### src/design/lpww_pkg.sv
// shared constants and types for the low-power wake-up / warm-up block
// ==========================================================================
package lpww_pkg;
  // ========================================================================
  // standby field encodings
  localparam logic [2:0] LPWW_STBY_STOP = 3'h1;
  localparam logic [2:0] LPWW_STBY_SLEEP = 3'h2;
  localparam logic [2:0] LPWW_STBY_IDLE = 3'h3;
  localparam logic [2:0] LPWW_STBY_RESET = 3'h3;
  // ========================================================================
  // wake source vector bit positions
  localparam int LPWW_WK_EXT = 0;
  localparam int LPWW_WK_RTC = 1;
  localparam int LPWW_WK_CEC = 2;
  localparam int LPWW_WK_RMC = 3;
  localparam int LPWW_WK_OTHER = 4;
  localparam int LPWW_WK_TICK = 5;
  localparam int LPWW_WK_WDT = 6;
  localparam int LPWW_WK_NMI = 7;
  localparam int LPWW_WK_W = 8;
  // sources allowed to wake each standby mode (IDLE, SLEEP, STOP)
  localparam logic [7:0] LPWW_MASK_IDLE = 8'hFF;
  localparam logic [7:0] LPWW_MASK_SLEEP = 8'h8F;
  localparam logic [7:0] LPWW_MASK_STOP = 8'h81;
  // ========================================================================
  // warm-up: count = 2^(8+2*time_field) cycles, 2^(6+2*time_field) with the oscillator selector set
  localparam int LPWW_WUP_BASE_LOG2 = 8;
  localparam int LPWW_WUP_CNT_W = 24;
  localparam logic [2:0] LPWW_WARMUP_TIME_FIELD_RESET = 3'h0;
  // ========================================================================
  // APB register map of the controller side (byte offsets)
  localparam logic [7:0] LPWW_REG_CTRL = 8'h00;
  localparam logic [7:0] LPWW_REG_WAKE_EN = 8'h04;
  localparam logic [7:0] LPWW_REG_STATUS = 8'h08;
  localparam logic [7:0] LPWW_REG_CMD = 8'h0C;
  // ========================================================================
  typedef enum logic [2:0] {
    LPWW_ST_RUN = 3'b000,
    LPWW_ST_IDLE = 3'b001,
    LPWW_ST_SLEEP = 3'b010,
    LPWW_ST_STOP = 3'b011,
    LPWW_ST_WARM = 3'b100
  } lpww_state_e;
endpackage : lpww_pkg

### src/design/lpww_if.sv
// link between the standby sequencer and its controlling agent
interface lpww_if;
  logic [2:0] stby_mode;
  logic wait_for_interrupt_instr;
  logic [7:0] wake_en;
  logic [2:0] wup_time;
  logic wup_osc_sel;
  logic slow_mode;
  logic [7:0] wake_src;
  logic sys_clk_en;
  logic in_standby;
  logic wake_irq;
  logic [2:0] cur_state;
  modport dev (
    input stby_mode, wait_for_interrupt_instr, wake_en, wup_time, wup_osc_sel, slow_mode,
    wake_src,
    output sys_clk_en, in_standby, wake_irq, cur_state
  );
  modport ctl (
    output stby_mode, wait_for_interrupt_instr, wake_en, wup_time, wup_osc_sel, slow_mode,
    wake_src,
    input sys_clk_en, in_standby, wake_irq, cur_state
  );
endinterface : lpww_if

### src/design/lpww_dev.sv
// standby sequencer: wake filtering, warm-up counting and clock gating
//
// Chosen here: the wake cause codes and the warm-up busy output.
module lpww_dev
  import lpww_pkg::*;
(
  input wire logic core_clk_i,
  input wire logic rst_n_i,
  lpww_if.dev lnk,
  output logic warmup_busy_o,
  output logic [1:0] wake_cause_o
);
  lpww_state_e state_q;
  logic [LPWW_WUP_CNT_W-1:0] cnt_q;
  logic [LPWW_WK_W-1:0] allow;
  logic [LPWW_WK_W-1:0] hit;
  logic sys_clk_en_q;
  logic wake_irq_q;
  logic ret_slow_q;
  logic [LPWW_WUP_CNT_W-1:0] wup_len;

  // ========================================================================
  // wake filter
  always_comb begin
    unique case (state_q)
      LPWW_ST_IDLE: allow = LPWW_MASK_IDLE;
      LPWW_ST_SLEEP: allow = LPWW_MASK_SLEEP;
      LPWW_ST_STOP: allow = LPWW_MASK_STOP;
      default: allow = '0;
    endcase
  end
  // NMI and watchdog need no enable; other interrupts do; anything else is dropped
  assign hit = lnk.wake_src & allow &
               (lnk.wake_en | 8'hC0);
  // selector set uses a base two bits shorter (a quarter of the count); slow return from SLEEP needs no count, from STOP it still does
  assign wup_len = LPWW_WUP_CNT_W'(1) << (LPWW_WUP_BASE_LOG2 +
                   2 * int'(lnk.wup_time) - (lnk.wup_osc_sel ? 2 : 0));

  // ========================================================================
  // mode sequencing
  always_ff @(posedge core_clk_i) begin
    if (!rst_n_i) begin
      state_q <= LPWW_ST_RUN;
      cnt_q <= '0;
      ret_slow_q <= 1'b0;
    end else begin
      unique case (state_q)
        LPWW_ST_RUN: begin
          if (lnk.wait_for_interrupt_instr) begin
            ret_slow_q <= lnk.slow_mode;
            unique case (lnk.stby_mode)
              LPWW_STBY_STOP: state_q <= LPWW_ST_STOP;
              LPWW_STBY_SLEEP: state_q <= LPWW_ST_SLEEP;
              LPWW_STBY_IDLE: state_q <= LPWW_ST_IDLE;
              default: state_q <= LPWW_ST_RUN;
            endcase
          end
        end
        LPWW_ST_IDLE: if (|hit) state_q <= LPWW_ST_RUN;
        LPWW_ST_SLEEP: begin
          if (|hit) begin
            // slow oscillator kept running: no warm-up back to SLOW
            if (ret_slow_q) begin
              state_q <= LPWW_ST_RUN;
            end else begin
              state_q <= LPWW_ST_WARM;
              cnt_q <= wup_len;
            end
          end
        end
        LPWW_ST_STOP: begin
          if (|hit) begin
            state_q <= LPWW_ST_WARM;
            cnt_q <= wup_len;
          end
        end
        LPWW_ST_WARM: begin
          if (cnt_q <= LPWW_WUP_CNT_W'(1)) begin
            state_q <= LPWW_ST_RUN;
            cnt_q <= '0;
          end else begin
            cnt_q <= cnt_q - LPWW_WUP_CNT_W'(1);
          end
        end
        default: state_q <= LPWW_ST_RUN;
      endcase
    end
  end

  // ========================================================================
  // clock gate and wake notification
  always_ff @(posedge core_clk_i) begin
    if (!rst_n_i) begin
      sys_clk_en_q <= 1'b1;
      wake_irq_q <= 1'b0;
      wake_cause_o <= 2'h0;
    end else begin
      // clock gated off during SLEEP/STOP and warm-up
      sys_clk_en_q <= (state_q == LPWW_ST_RUN || state_q == LPWW_ST_IDLE)
                      && !(state_q == LPWW_ST_RUN && lnk.wait_for_interrupt_instr &&
                      (lnk.stby_mode == LPWW_STBY_STOP ||
                      lnk.stby_mode == LPWW_STBY_SLEEP));
      // pulse when the core may start handling the waking interrupt
      wake_irq_q <= 1'b0;
      if ((state_q == LPWW_ST_IDLE && |hit) ||
          (state_q == LPWW_ST_SLEEP && |hit && ret_slow_q) ||
          (state_q == LPWW_ST_WARM && cnt_q <= LPWW_WUP_CNT_W'(1)))
        wake_irq_q <= 1'b1;
      if (|hit)
        wake_cause_o <= hit[LPWW_WK_NMI] ? 2'h2 :
                        hit[LPWW_WK_WDT] ? 2'h3 : 2'h1;
    end
  end

  // raised on the entry edge so busy spans every warm-up cycle
  always_ff @(posedge core_clk_i) begin
    if (!rst_n_i) begin
      warmup_busy_o <= 1'b0;
    end else begin
      warmup_busy_o <= (state_q == LPWW_ST_STOP && |hit) ||
                       (state_q == LPWW_ST_SLEEP && |hit && !ret_slow_q) ||
                       (state_q == LPWW_ST_WARM &&
                       !(cnt_q <= LPWW_WUP_CNT_W'(1)));
    end
  end

  assign lnk.sys_clk_en = sys_clk_en_q;
  assign lnk.wake_irq = wake_irq_q;
  assign lnk.in_standby = (state_q != LPWW_ST_RUN);
  assign lnk.cur_state = state_q;
endmodule : lpww_dev // lpww_dev

### src/flat_wrapper.sv
// flat-port wrapper written by rule: the top's interface ports become plain ports
module lpww_dev_flat import lpww_pkg::*;
  (core_clk_i, rst_n_i, warmup_busy_o, wake_cause_o, lnk_stby_mode, lnk_wait_for_interrupt_instr, lnk_wake_en, lnk_wup_time, lnk_wup_osc_sel, lnk_slow_mode, lnk_wake_src, lnk_sys_clk_en, lnk_in_standby, lnk_wake_irq, lnk_cur_state);
  lpww_if lnk_i ();
  input wire logic core_clk_i;
  input wire logic rst_n_i;
  output logic warmup_busy_o;
  output logic [1:0] wake_cause_o;
  input wire logic [$bits(lnk_i.stby_mode)-1:0] lnk_stby_mode;
  input wire logic [$bits(lnk_i.wait_for_interrupt_instr)-1:0] lnk_wait_for_interrupt_instr;
  input wire logic [$bits(lnk_i.wake_en)-1:0] lnk_wake_en;
  input wire logic [$bits(lnk_i.wup_time)-1:0] lnk_wup_time;
  input wire logic [$bits(lnk_i.wup_osc_sel)-1:0] lnk_wup_osc_sel;
  input wire logic [$bits(lnk_i.slow_mode)-1:0] lnk_slow_mode;
  input wire logic [$bits(lnk_i.wake_src)-1:0] lnk_wake_src;
  output wire logic [$bits(lnk_i.sys_clk_en)-1:0] lnk_sys_clk_en;
  output wire logic [$bits(lnk_i.in_standby)-1:0] lnk_in_standby;
  output wire logic [$bits(lnk_i.wake_irq)-1:0] lnk_wake_irq;
  output wire logic [$bits(lnk_i.cur_state)-1:0] lnk_cur_state;
  assign lnk_i.stby_mode = lnk_stby_mode;
  assign lnk_i.wait_for_interrupt_instr = lnk_wait_for_interrupt_instr;
  assign lnk_i.wake_en = lnk_wake_en;
  assign lnk_i.wup_time = lnk_wup_time;
  assign lnk_i.wup_osc_sel = lnk_wup_osc_sel;
  assign lnk_i.slow_mode = lnk_slow_mode;
  assign lnk_i.wake_src = lnk_wake_src;
  assign lnk_sys_clk_en = lnk_i.sys_clk_en;
  assign lnk_in_standby = lnk_i.in_standby;
  assign lnk_wake_irq = lnk_i.wake_irq;
  assign lnk_cur_state = lnk_i.cur_state;
  lpww_dev u_core (.core_clk_i(core_clk_i), .rst_n_i(rst_n_i), .lnk(lnk_i), .warmup_busy_o(warmup_busy_o), .wake_cause_o(wake_cause_o));
endmodule
### config.mk
export PLATFORM = sky130hd
export DESIGN_NAME = lpww_dev_flat
export DESIGN_NICKNAME = d
export VERILOG_FILES = /design/src/design/lpww_pkg.sv /design/src/design/lpww_if.sv /design/src/design/lpww_dev.sv /design/src/flat_wrapper.sv
export SDC_FILE = /design/constraint.sdc
export NUM_CORES = 1
export LEC_CHECK = 0
export BUFFER_PORTS_ARGS = -buffer_cell sky130_fd_sc_hd__clkbuf_2
export CORE_MARGIN = 2
export CORE_UTILIZATION = 40
export CTS_CLUSTER_SIZE = 30
export DETAILED_ROUTE_END_ITERATION = 8
export HOLD_SLACK_MARGIN = 0.15
export PLACE_DENSITY = 0.66
export SYNTH_ARGS = -nofsm -noshare
export SYNTH_HDL_FRONTEND = slang
export SYNTH_SLANG_ARGS = --single-unit
### constraint.sdc
create_clock -name core_clk_i -period 6.1 [get_ports core_clk_i]
set_input_delay 1.525 -clock core_clk_i [delete_from_list [all_inputs] [get_ports core_clk_i]]
set_output_delay 1.525 -clock core_clk_i [all_outputs]
set_load 0.02 [all_outputs]
### Yosys cells after proc, flatten, opt, wreduce, memory -nomap -nowiden

Cells that the tools add are included.

* order comparisons: 1
* eq/ne operators: 13
* bitwise logic cells: 2
* reduce and logical (&&, ||, !) cells: 26
* shifts and indexed selects: 1
* muxes and demuxes: 18
* add/subtract/negate cells: 3

Operator list (number)
* 24-bit 2-to-1 mux: 4
* 24-bit one-hot mux with 3 select lines: 1
* 1-bit by 32-bit << shifter with 24-bit output, first input constant: 1
* 32-bit subtractor: 1
* 24-bit by 1-bit less-or-equal comparator with 1-bit output, second input constant: 1
* 8-bit one-hot mux with 3 select lines: 1
* 24-bit by 1-bit subtractor with 24-bit output, second input constant: 1
* 3-bit 2-to-1 mux: 6
* 8-bit bitwise AND: 2
* 3-bit one-hot mux with 5 select lines: 1
* 3-bit by 2-bit equality test with 1-bit output, second input constant: 4
* 1-bit logical AND: 10
* 2-bit by 1-bit != test with 1-bit output, second input constant: 4
* 8-bit OR reduction: 1
* 3-bit by 1-bit equality test with 1-bit output, second input constant: 2
* 1-bit logical OR: 6
* 2-bit 2-to-1 mux: 3
* 2-bit one-hot mux with 3 select lines: 1
* 3-bit nonzero test: 2
* 4-bit by 4-bit adder with 5-bit output, first input constant: 1
* 5-bit AND reduction: 1
* 2-bit != test, second input constant: 2
* 4-bit AND reduction: 1
* 3-bit equality test, second input constant: 1
* 4 further kinds: 6

* word-level logic and storage cells: 71
* output and inout port bits: 9
* register bits after elaboration: 33
* input port bits: 27

### Depth between registers and ports, before layout

* depth after elaboration: 10
* gate-level depth with buffers: 9
* gate-level depth less buffers: 9

### Worst setup path after synthesis

No wires, ideal clock.

* path type: input-to-reg
* start point: in lnk_wake_en[1]
* end point: reg u_core.cnt_q[19]
* data required time: 6.034 ns
* path slack: 2.970 ns
* arrival: 3.064 ns
* library setup time: 0.066 ns
* buffers on the path: 1
* stages: 6
* path through: a222oi_1 > o211a_2 > or4b_4 > buf_6 > or3_1 > a21oi_2

* word-level cells in the longest chain between the ends: 4
* elaborated cells on any way between the ends: 5
* classes of those cells: eq/ne (2); bitwise (1); reduce/logical (2)

Ends and longest elaborated chain
* from (decl): RTL line flat_wrapper.sv:11 `input wire logic [$bits(lnk_i.wake_en)-1:0] lnk_wake_en;`
* 8-bit bitwise AND (*): RTL line lpww_dev.sv:33 `assign hit = lnk.wake_src & allow &`
* 8-bit OR reduction (*): RTL line lpww_dev.sv:61, lpww_dev.sv:72
* 2-bit by 1-bit != test with 1-bit output (no line)
* 4-bit AND reduction (no line) (*)
* to (signal assigned): RTL line lpww_dev.sv:67 `cnt_q <= wup_len;`
* to (signal assigned): RTL line lpww_dev.sv:74 `cnt_q <= wup_len;`
* to (signal assigned): RTL line lpww_dev.sv:82 `cnt_q <= cnt_q - LPWW_WUP_CNT_W'(1);`
* to (decl): RTL line lpww_dev.sv:14 `logic [LPWW_WUP_CNT_W-1:0] cnt_q;`

Mark *: on every way between the ends. The rest lies on a longest branch, timed or not.
A chain may end at the register's enable or synchronous reset.

### Worst setup path after layout

* start point: in lnk_wake_en[1]
* end point: reg u_core.cnt_q[9]

Same word-level chain as after synthesis.

==> flow_results.xml <==
<?xml version="1.0" encoding="UTF-8"?>
<metrics>
  <group name="outcome">
    <metric name="result_of_the_run" unit="">completed</metric>
  </group>
  <group name="place">
    <metric name="place.detailed.instances" unit="">347</metric>
    <metric name="detailedPlacementHpwl" unit="um">3500</metric>
    <metric name="placed_area" unit="um2">2220</metric>
    <metric name="portBuffers" unit="">33</metric>
    <metric name="gp_congestion" unit="">0.839</metric>
  </group>
  <group name="timing">
    <metric name="fin_setup_tns" unit="ns">0</metric>
    <metric name="slew_viol_final" unit="">0</metric>
    <metric name="slew_headroom" unit="%">24.4</metric>
    <metric name="worst-slew-pin-transition" unit="ns">1.13</metric>
    <metric name="timing.final.hold_violations" unit="">0</metric>
    <metric name="rsz0062_at_grt" unit="">no</metric>
    <metric name="fin_worst_skew" unit="ns">0.00173</metric>
    <metric name="layout_worst_path_cycle_share" unit="%">55.2</metric>
    <metric name="fin_crit" unit="ns">3.37</metric>
    <metric name="max_clock_freq" unit="MHz">297</metric>
    <metric name="setup_violations" unit="">0</metric>
  </group>
  <group name="clock_tree">
    <metric name="cts_made_buffers" unit="">5</metric>
    <metric name="cts_num_sinks" unit="">33</metric>
    <metric name="h-tree-depth" unit="">2</metric>
    <metric name="cts_root_buffer" unit="">sky130_fd_sc_hd__clkbuf_8</metric>
    <metric name="post_cts_resize_count" unit="">0</metric>
    <metric name="cts_post_setup_buffers_inserted" unit="">0</metric>
    <metric name="tritoncts" unit="">built</metric>
    <metric name="clock_path_buffers" unit="">2</metric>
    <metric name="clock_insertion_delay_worst_skew" unit="ns">0.28</metric>
    <metric name="clkSlewWorstSetupHoldPaths" unit="ns">0.06</metric>
    <metric name="cts_hold_buf" unit="">0</metric>
  </group>
  <group name="yosys">
    <metric name="seq_area_frac_synth" unit="%">32.8</metric>
    <metric name="synth-async-reset-ratio" unit="%">0</metric>
    <metric name="synth_ff_type" unit="">sky130_fd_sc_hd__dfxtp_1</metric>
    <metric name="synth_fp_nets" unit="">289</metric>
    <metric name="synth.cell_area" unit="um2">2020</metric>
    <metric name="post_synth_inst_count" unit="">257</metric>
    <metric name="ys.warnings.count" unit="">0</metric>
    <metric name="synth-seq-cells" unit="">33</metric>
    <metric name="synth_edf_count" unit="">0</metric>
    <metric name="avgSynthCellArea" unit="um2">7.85</metric>
    <metric name="synth.distinct_cells" unit="">56</metric>
  </group>
  <group name="flow_run">
    <metric name="maxCapViolations" unit="">0</metric>
  </group>
  <group name="worst_setup_path">
    <metric name="worstPathMaxFanout" unit="">12</metric>
    <metric name="worst-endpoint-required" unit="ns">6.23</metric>
    <metric name="timing.critical_path.to_type" unit="">flop</metric>
    <metric name="critPathArrivalTime" unit="ns">3.50</metric>
    <metric name="worst-setup-path-type" unit="">in -&gt; reg</metric>
    <metric name="startpoint_type" unit="">input pin</metric>
  </group>
  <group name="route">
    <metric name="route.detailed.drc" unit="">0</metric>
    <metric name="dr_total_vias" unit="">2003</metric>
    <metric name="first_pass_iters" unit="">5</metric>
    <metric name="routed_via_density" unit="">5.66</metric>
    <metric name="drt_iter0_markers" unit="">160</metric>
    <metric name="drtAntennaViolNets" unit="">0</metric>
    <metric name="totalWireLength" unit="um">4830</metric>
    <metric name="wire_per_inst" unit="um">13.6</metric>
  </group>
  <group name="global_route">
    <metric name="first_global_vias" unit="">1774</metric>
    <metric name="grt_max_degree" unit="">26</metric>
    <metric name="global_route.usage.total" unit="%">18.7</metric>
    <metric name="antenna_violations_before_repair" unit="">0</metric>
    <metric name="grt_first_pass_wirelength" unit="um">8070</metric>
    <metric name="grt_overflow" unit="">0</metric>
  </group>
  <group name="floorplan">
    <metric name="die_w" unit="um">75.0</metric>
    <metric name="floorplan.io_pins" unit="">36</metric>
    <metric name="die_area" unit="um2">5630</metric>
    <metric name="start_util" unit="%">42.1</metric>
    <metric name="row_count" unit="">25</metric>
    <metric name="design.core.area" unit="um2">4790</metric>
    <metric name="die_boundary_height" unit="um">75.0</metric>
  </group>
  <group name="cells_and_area">
    <metric name="fillers" unit="">493</metric>
    <metric name="post_route_cells_drive_above_1_share" unit="%">17.8</metric>
    <metric name="seqCellArea" unit="um2">661</metric>
    <metric name="stdcell_count" unit="">354</metric>
    <metric name="multi_input_comb_area" unit="um2">1260</metric>
    <metric name="num_antenna_cells" unit="">0</metric>
    <metric name="final_area" unit="um2">2310</metric>
    <metric name="synthToLayoutAreaGrowth" unit="%">14.5</metric>
    <metric name="fin_nets" unit="">319</metric>
  </group>
  <group name="power_and_ir_drop">
    <metric name="leakage" unit="uW">0.000977</metric>
    <metric name="vdd_ir_drop_max" unit="mV">0.133</metric>
    <metric name="cellPowerDensity" unit="nW/um2">277</metric>
  </group>
  <group name="min_path">
    <metric name="hold_path.class" unit="">reg -&gt; reg</metric>
  </group>
</metrics>
==> cells by family (layout without fill, tap and decap cells) <==
logic type | Yosys count | in the layout | synth area share, %
and+or+nand+nor | 112 | 112 | 31.5
buffers and inverters | 22 | 52 | 4.53
DFF | 33 | 33 | 32.8
muxes | 2 | 2 | 0.993
xor gates and xnor gates | 6 | 6 | 2.61
adders and majority gates | 5 | 5 | 3.10
AOI/OAI and AO/OA | 77 | 77 | 24.5
==> cell usage in the layout, fill, tap and decap left out, types with 4 or more instances in the layout <==
cell type,instances
sky130_fd_sc_hd__nand2b_1,6
sky130_fd_sc_hd__dfxtp_1,33
sky130_fd_sc_hd__nor2b_1,4
sky130_fd_sc_hd__or4_1,6
sky130_fd_sc_hd__nand2_1,17
sky130_fd_sc_hd__nor2_1,24
sky130_fd_sc_hd__nor3b_1,4
sky130_fd_sc_hd__and3_1,4
sky130_fd_sc_hd__or3_1,10
sky130_fd_sc_hd__a21oi_1,23
sky130_fd_sc_hd__a31oi_1,6
sky130_fd_sc_hd__nor3_1,11
sky130_fd_sc_hd__clkbuf_8,6
sky130_fd_sc_hd__xnor2_1,5
sky130_fd_sc_hd__o22ai_1,9
sky130_fd_sc_hd__clkbuf_2,33
sky130_fd_sc_hd__nand3_1,6
sky130_fd_sc_hd__inv_1,11
sky130_fd_sc_hd__ha_1,5
sky130_fd_sc_hd__o21ai_0,9
==> worst max-delay path, cell delays in order <==
cell,delay (ns)
sky130_fd_sc_hd__clkbuf_2,0.08
sky130_fd_sc_hd__a222oi_1,0.14
sky130_fd_sc_hd__o211a_2,0.32
sky130_fd_sc_hd__or2_2,0.40
sky130_fd_sc_hd__o21ai_1,0.91
sky130_fd_sc_hd__nor2_1,0.11
==> flip-flops by register name, indices dropped and copies added, names as in the netlist <==
| signal | cells |
|---|---|
| u_core.cnt_q | 24 |
| u_core.wake_cause_o | 2 |
| u_core.lnk.cur_state | 3 |
| u_core.lnk.wake_irq | 1 |
| u_core.ret_slow_q | 1 |
| u_core.warmup_busy_o | 1 |
| u_core.lnk.sys_clk_en | 1 |
==> cell usage after synthesis, drive strengths merged, types with 7 or more instances <==
cell type  instances  area (um2)
a21oi             25         133
o22ai              9        56.3
nor3              12        65.1
nand2             17        63.8
or3               10        62.6
or4                7        56.3
o21ai             11        55.1
dfxtp             33         661
clkbuf             9        33.8
nor2              24        90.1
inv               11        41.3
==> final cells by class <==
| class | count | share of cell area (%) |
|---|---|---|
| timing repair buffer | 34 | 7.48 |
| tap | 67 | 3.63 |
| multi-input combinational | 202 | 54.8 |
| inverter | 11 | 1.79 |
| sequential | 33 | 28.6 |
| clock buffer | 7 | 3.74 |
==> per-layer routing <==
layer | share of wire [%] | global-route usage [%] | vias to the layer above
met5 | 0 | 0 | -
met4 | 1.6 | 6.94 | 0
met3 | 4.0 | 4.15 | 8
met2 | 47 | 29.4 | 45
met1 | 47 | 25.0 | 927
li1 | - | - | 1023
==> final timing paths <==
kind | startpoint | endpoint | slack, ns | depth (start not counted)
setup / recovery | lnk_wake_en[1] | u_core.cnt_q[9] | 2.73 | 6
hold / removal | u_core.cnt_q[12] | u_core.cnt_q[12] | 0.47 | 2
setup reg to reg | u_core.cnt_q[11] | u_core.cnt_q[9] | 3.17 | 6
hold reg to reg | u_core.cnt_q[12] | u_core.cnt_q[12] | 0.47 | 2
==> metrics by stage <==
| step | total power, uW | utilization [%] | hold slack [ns] | worst slack, ns |
|---|---|---|---|---|
| 3_3_place_gp | 475 | 46.5 | 0.461 | 2.46 |
| 6_report | 639 | 48.3 | 0.473 | 2.73 |
| 5_1_grt | 686 | 48.3 | 0.488 | 2.48 |
| 4_1_cts | 645 | 48.3 | 0.476 | 2.72 |
| 3_5_place_dp | 478 | 46.5 | 0.467 | 2.42 |
| 2_1_floorplan | 423 | - | 0.444 | 2.97 |
==> power by group <==
group | internal (uW) | leakage (uW) | total [uW] | switching, uW
clock network | 89.5 | 0.0000443 | 166 | 76.2
registers | 232 | 0.000268 | 250 | 18.2
logic | 86.4 | 0.000665 | 223 | 137
total | 408 | 0.000977 | 639 | 231
Power figures use the tool's default switching activity.
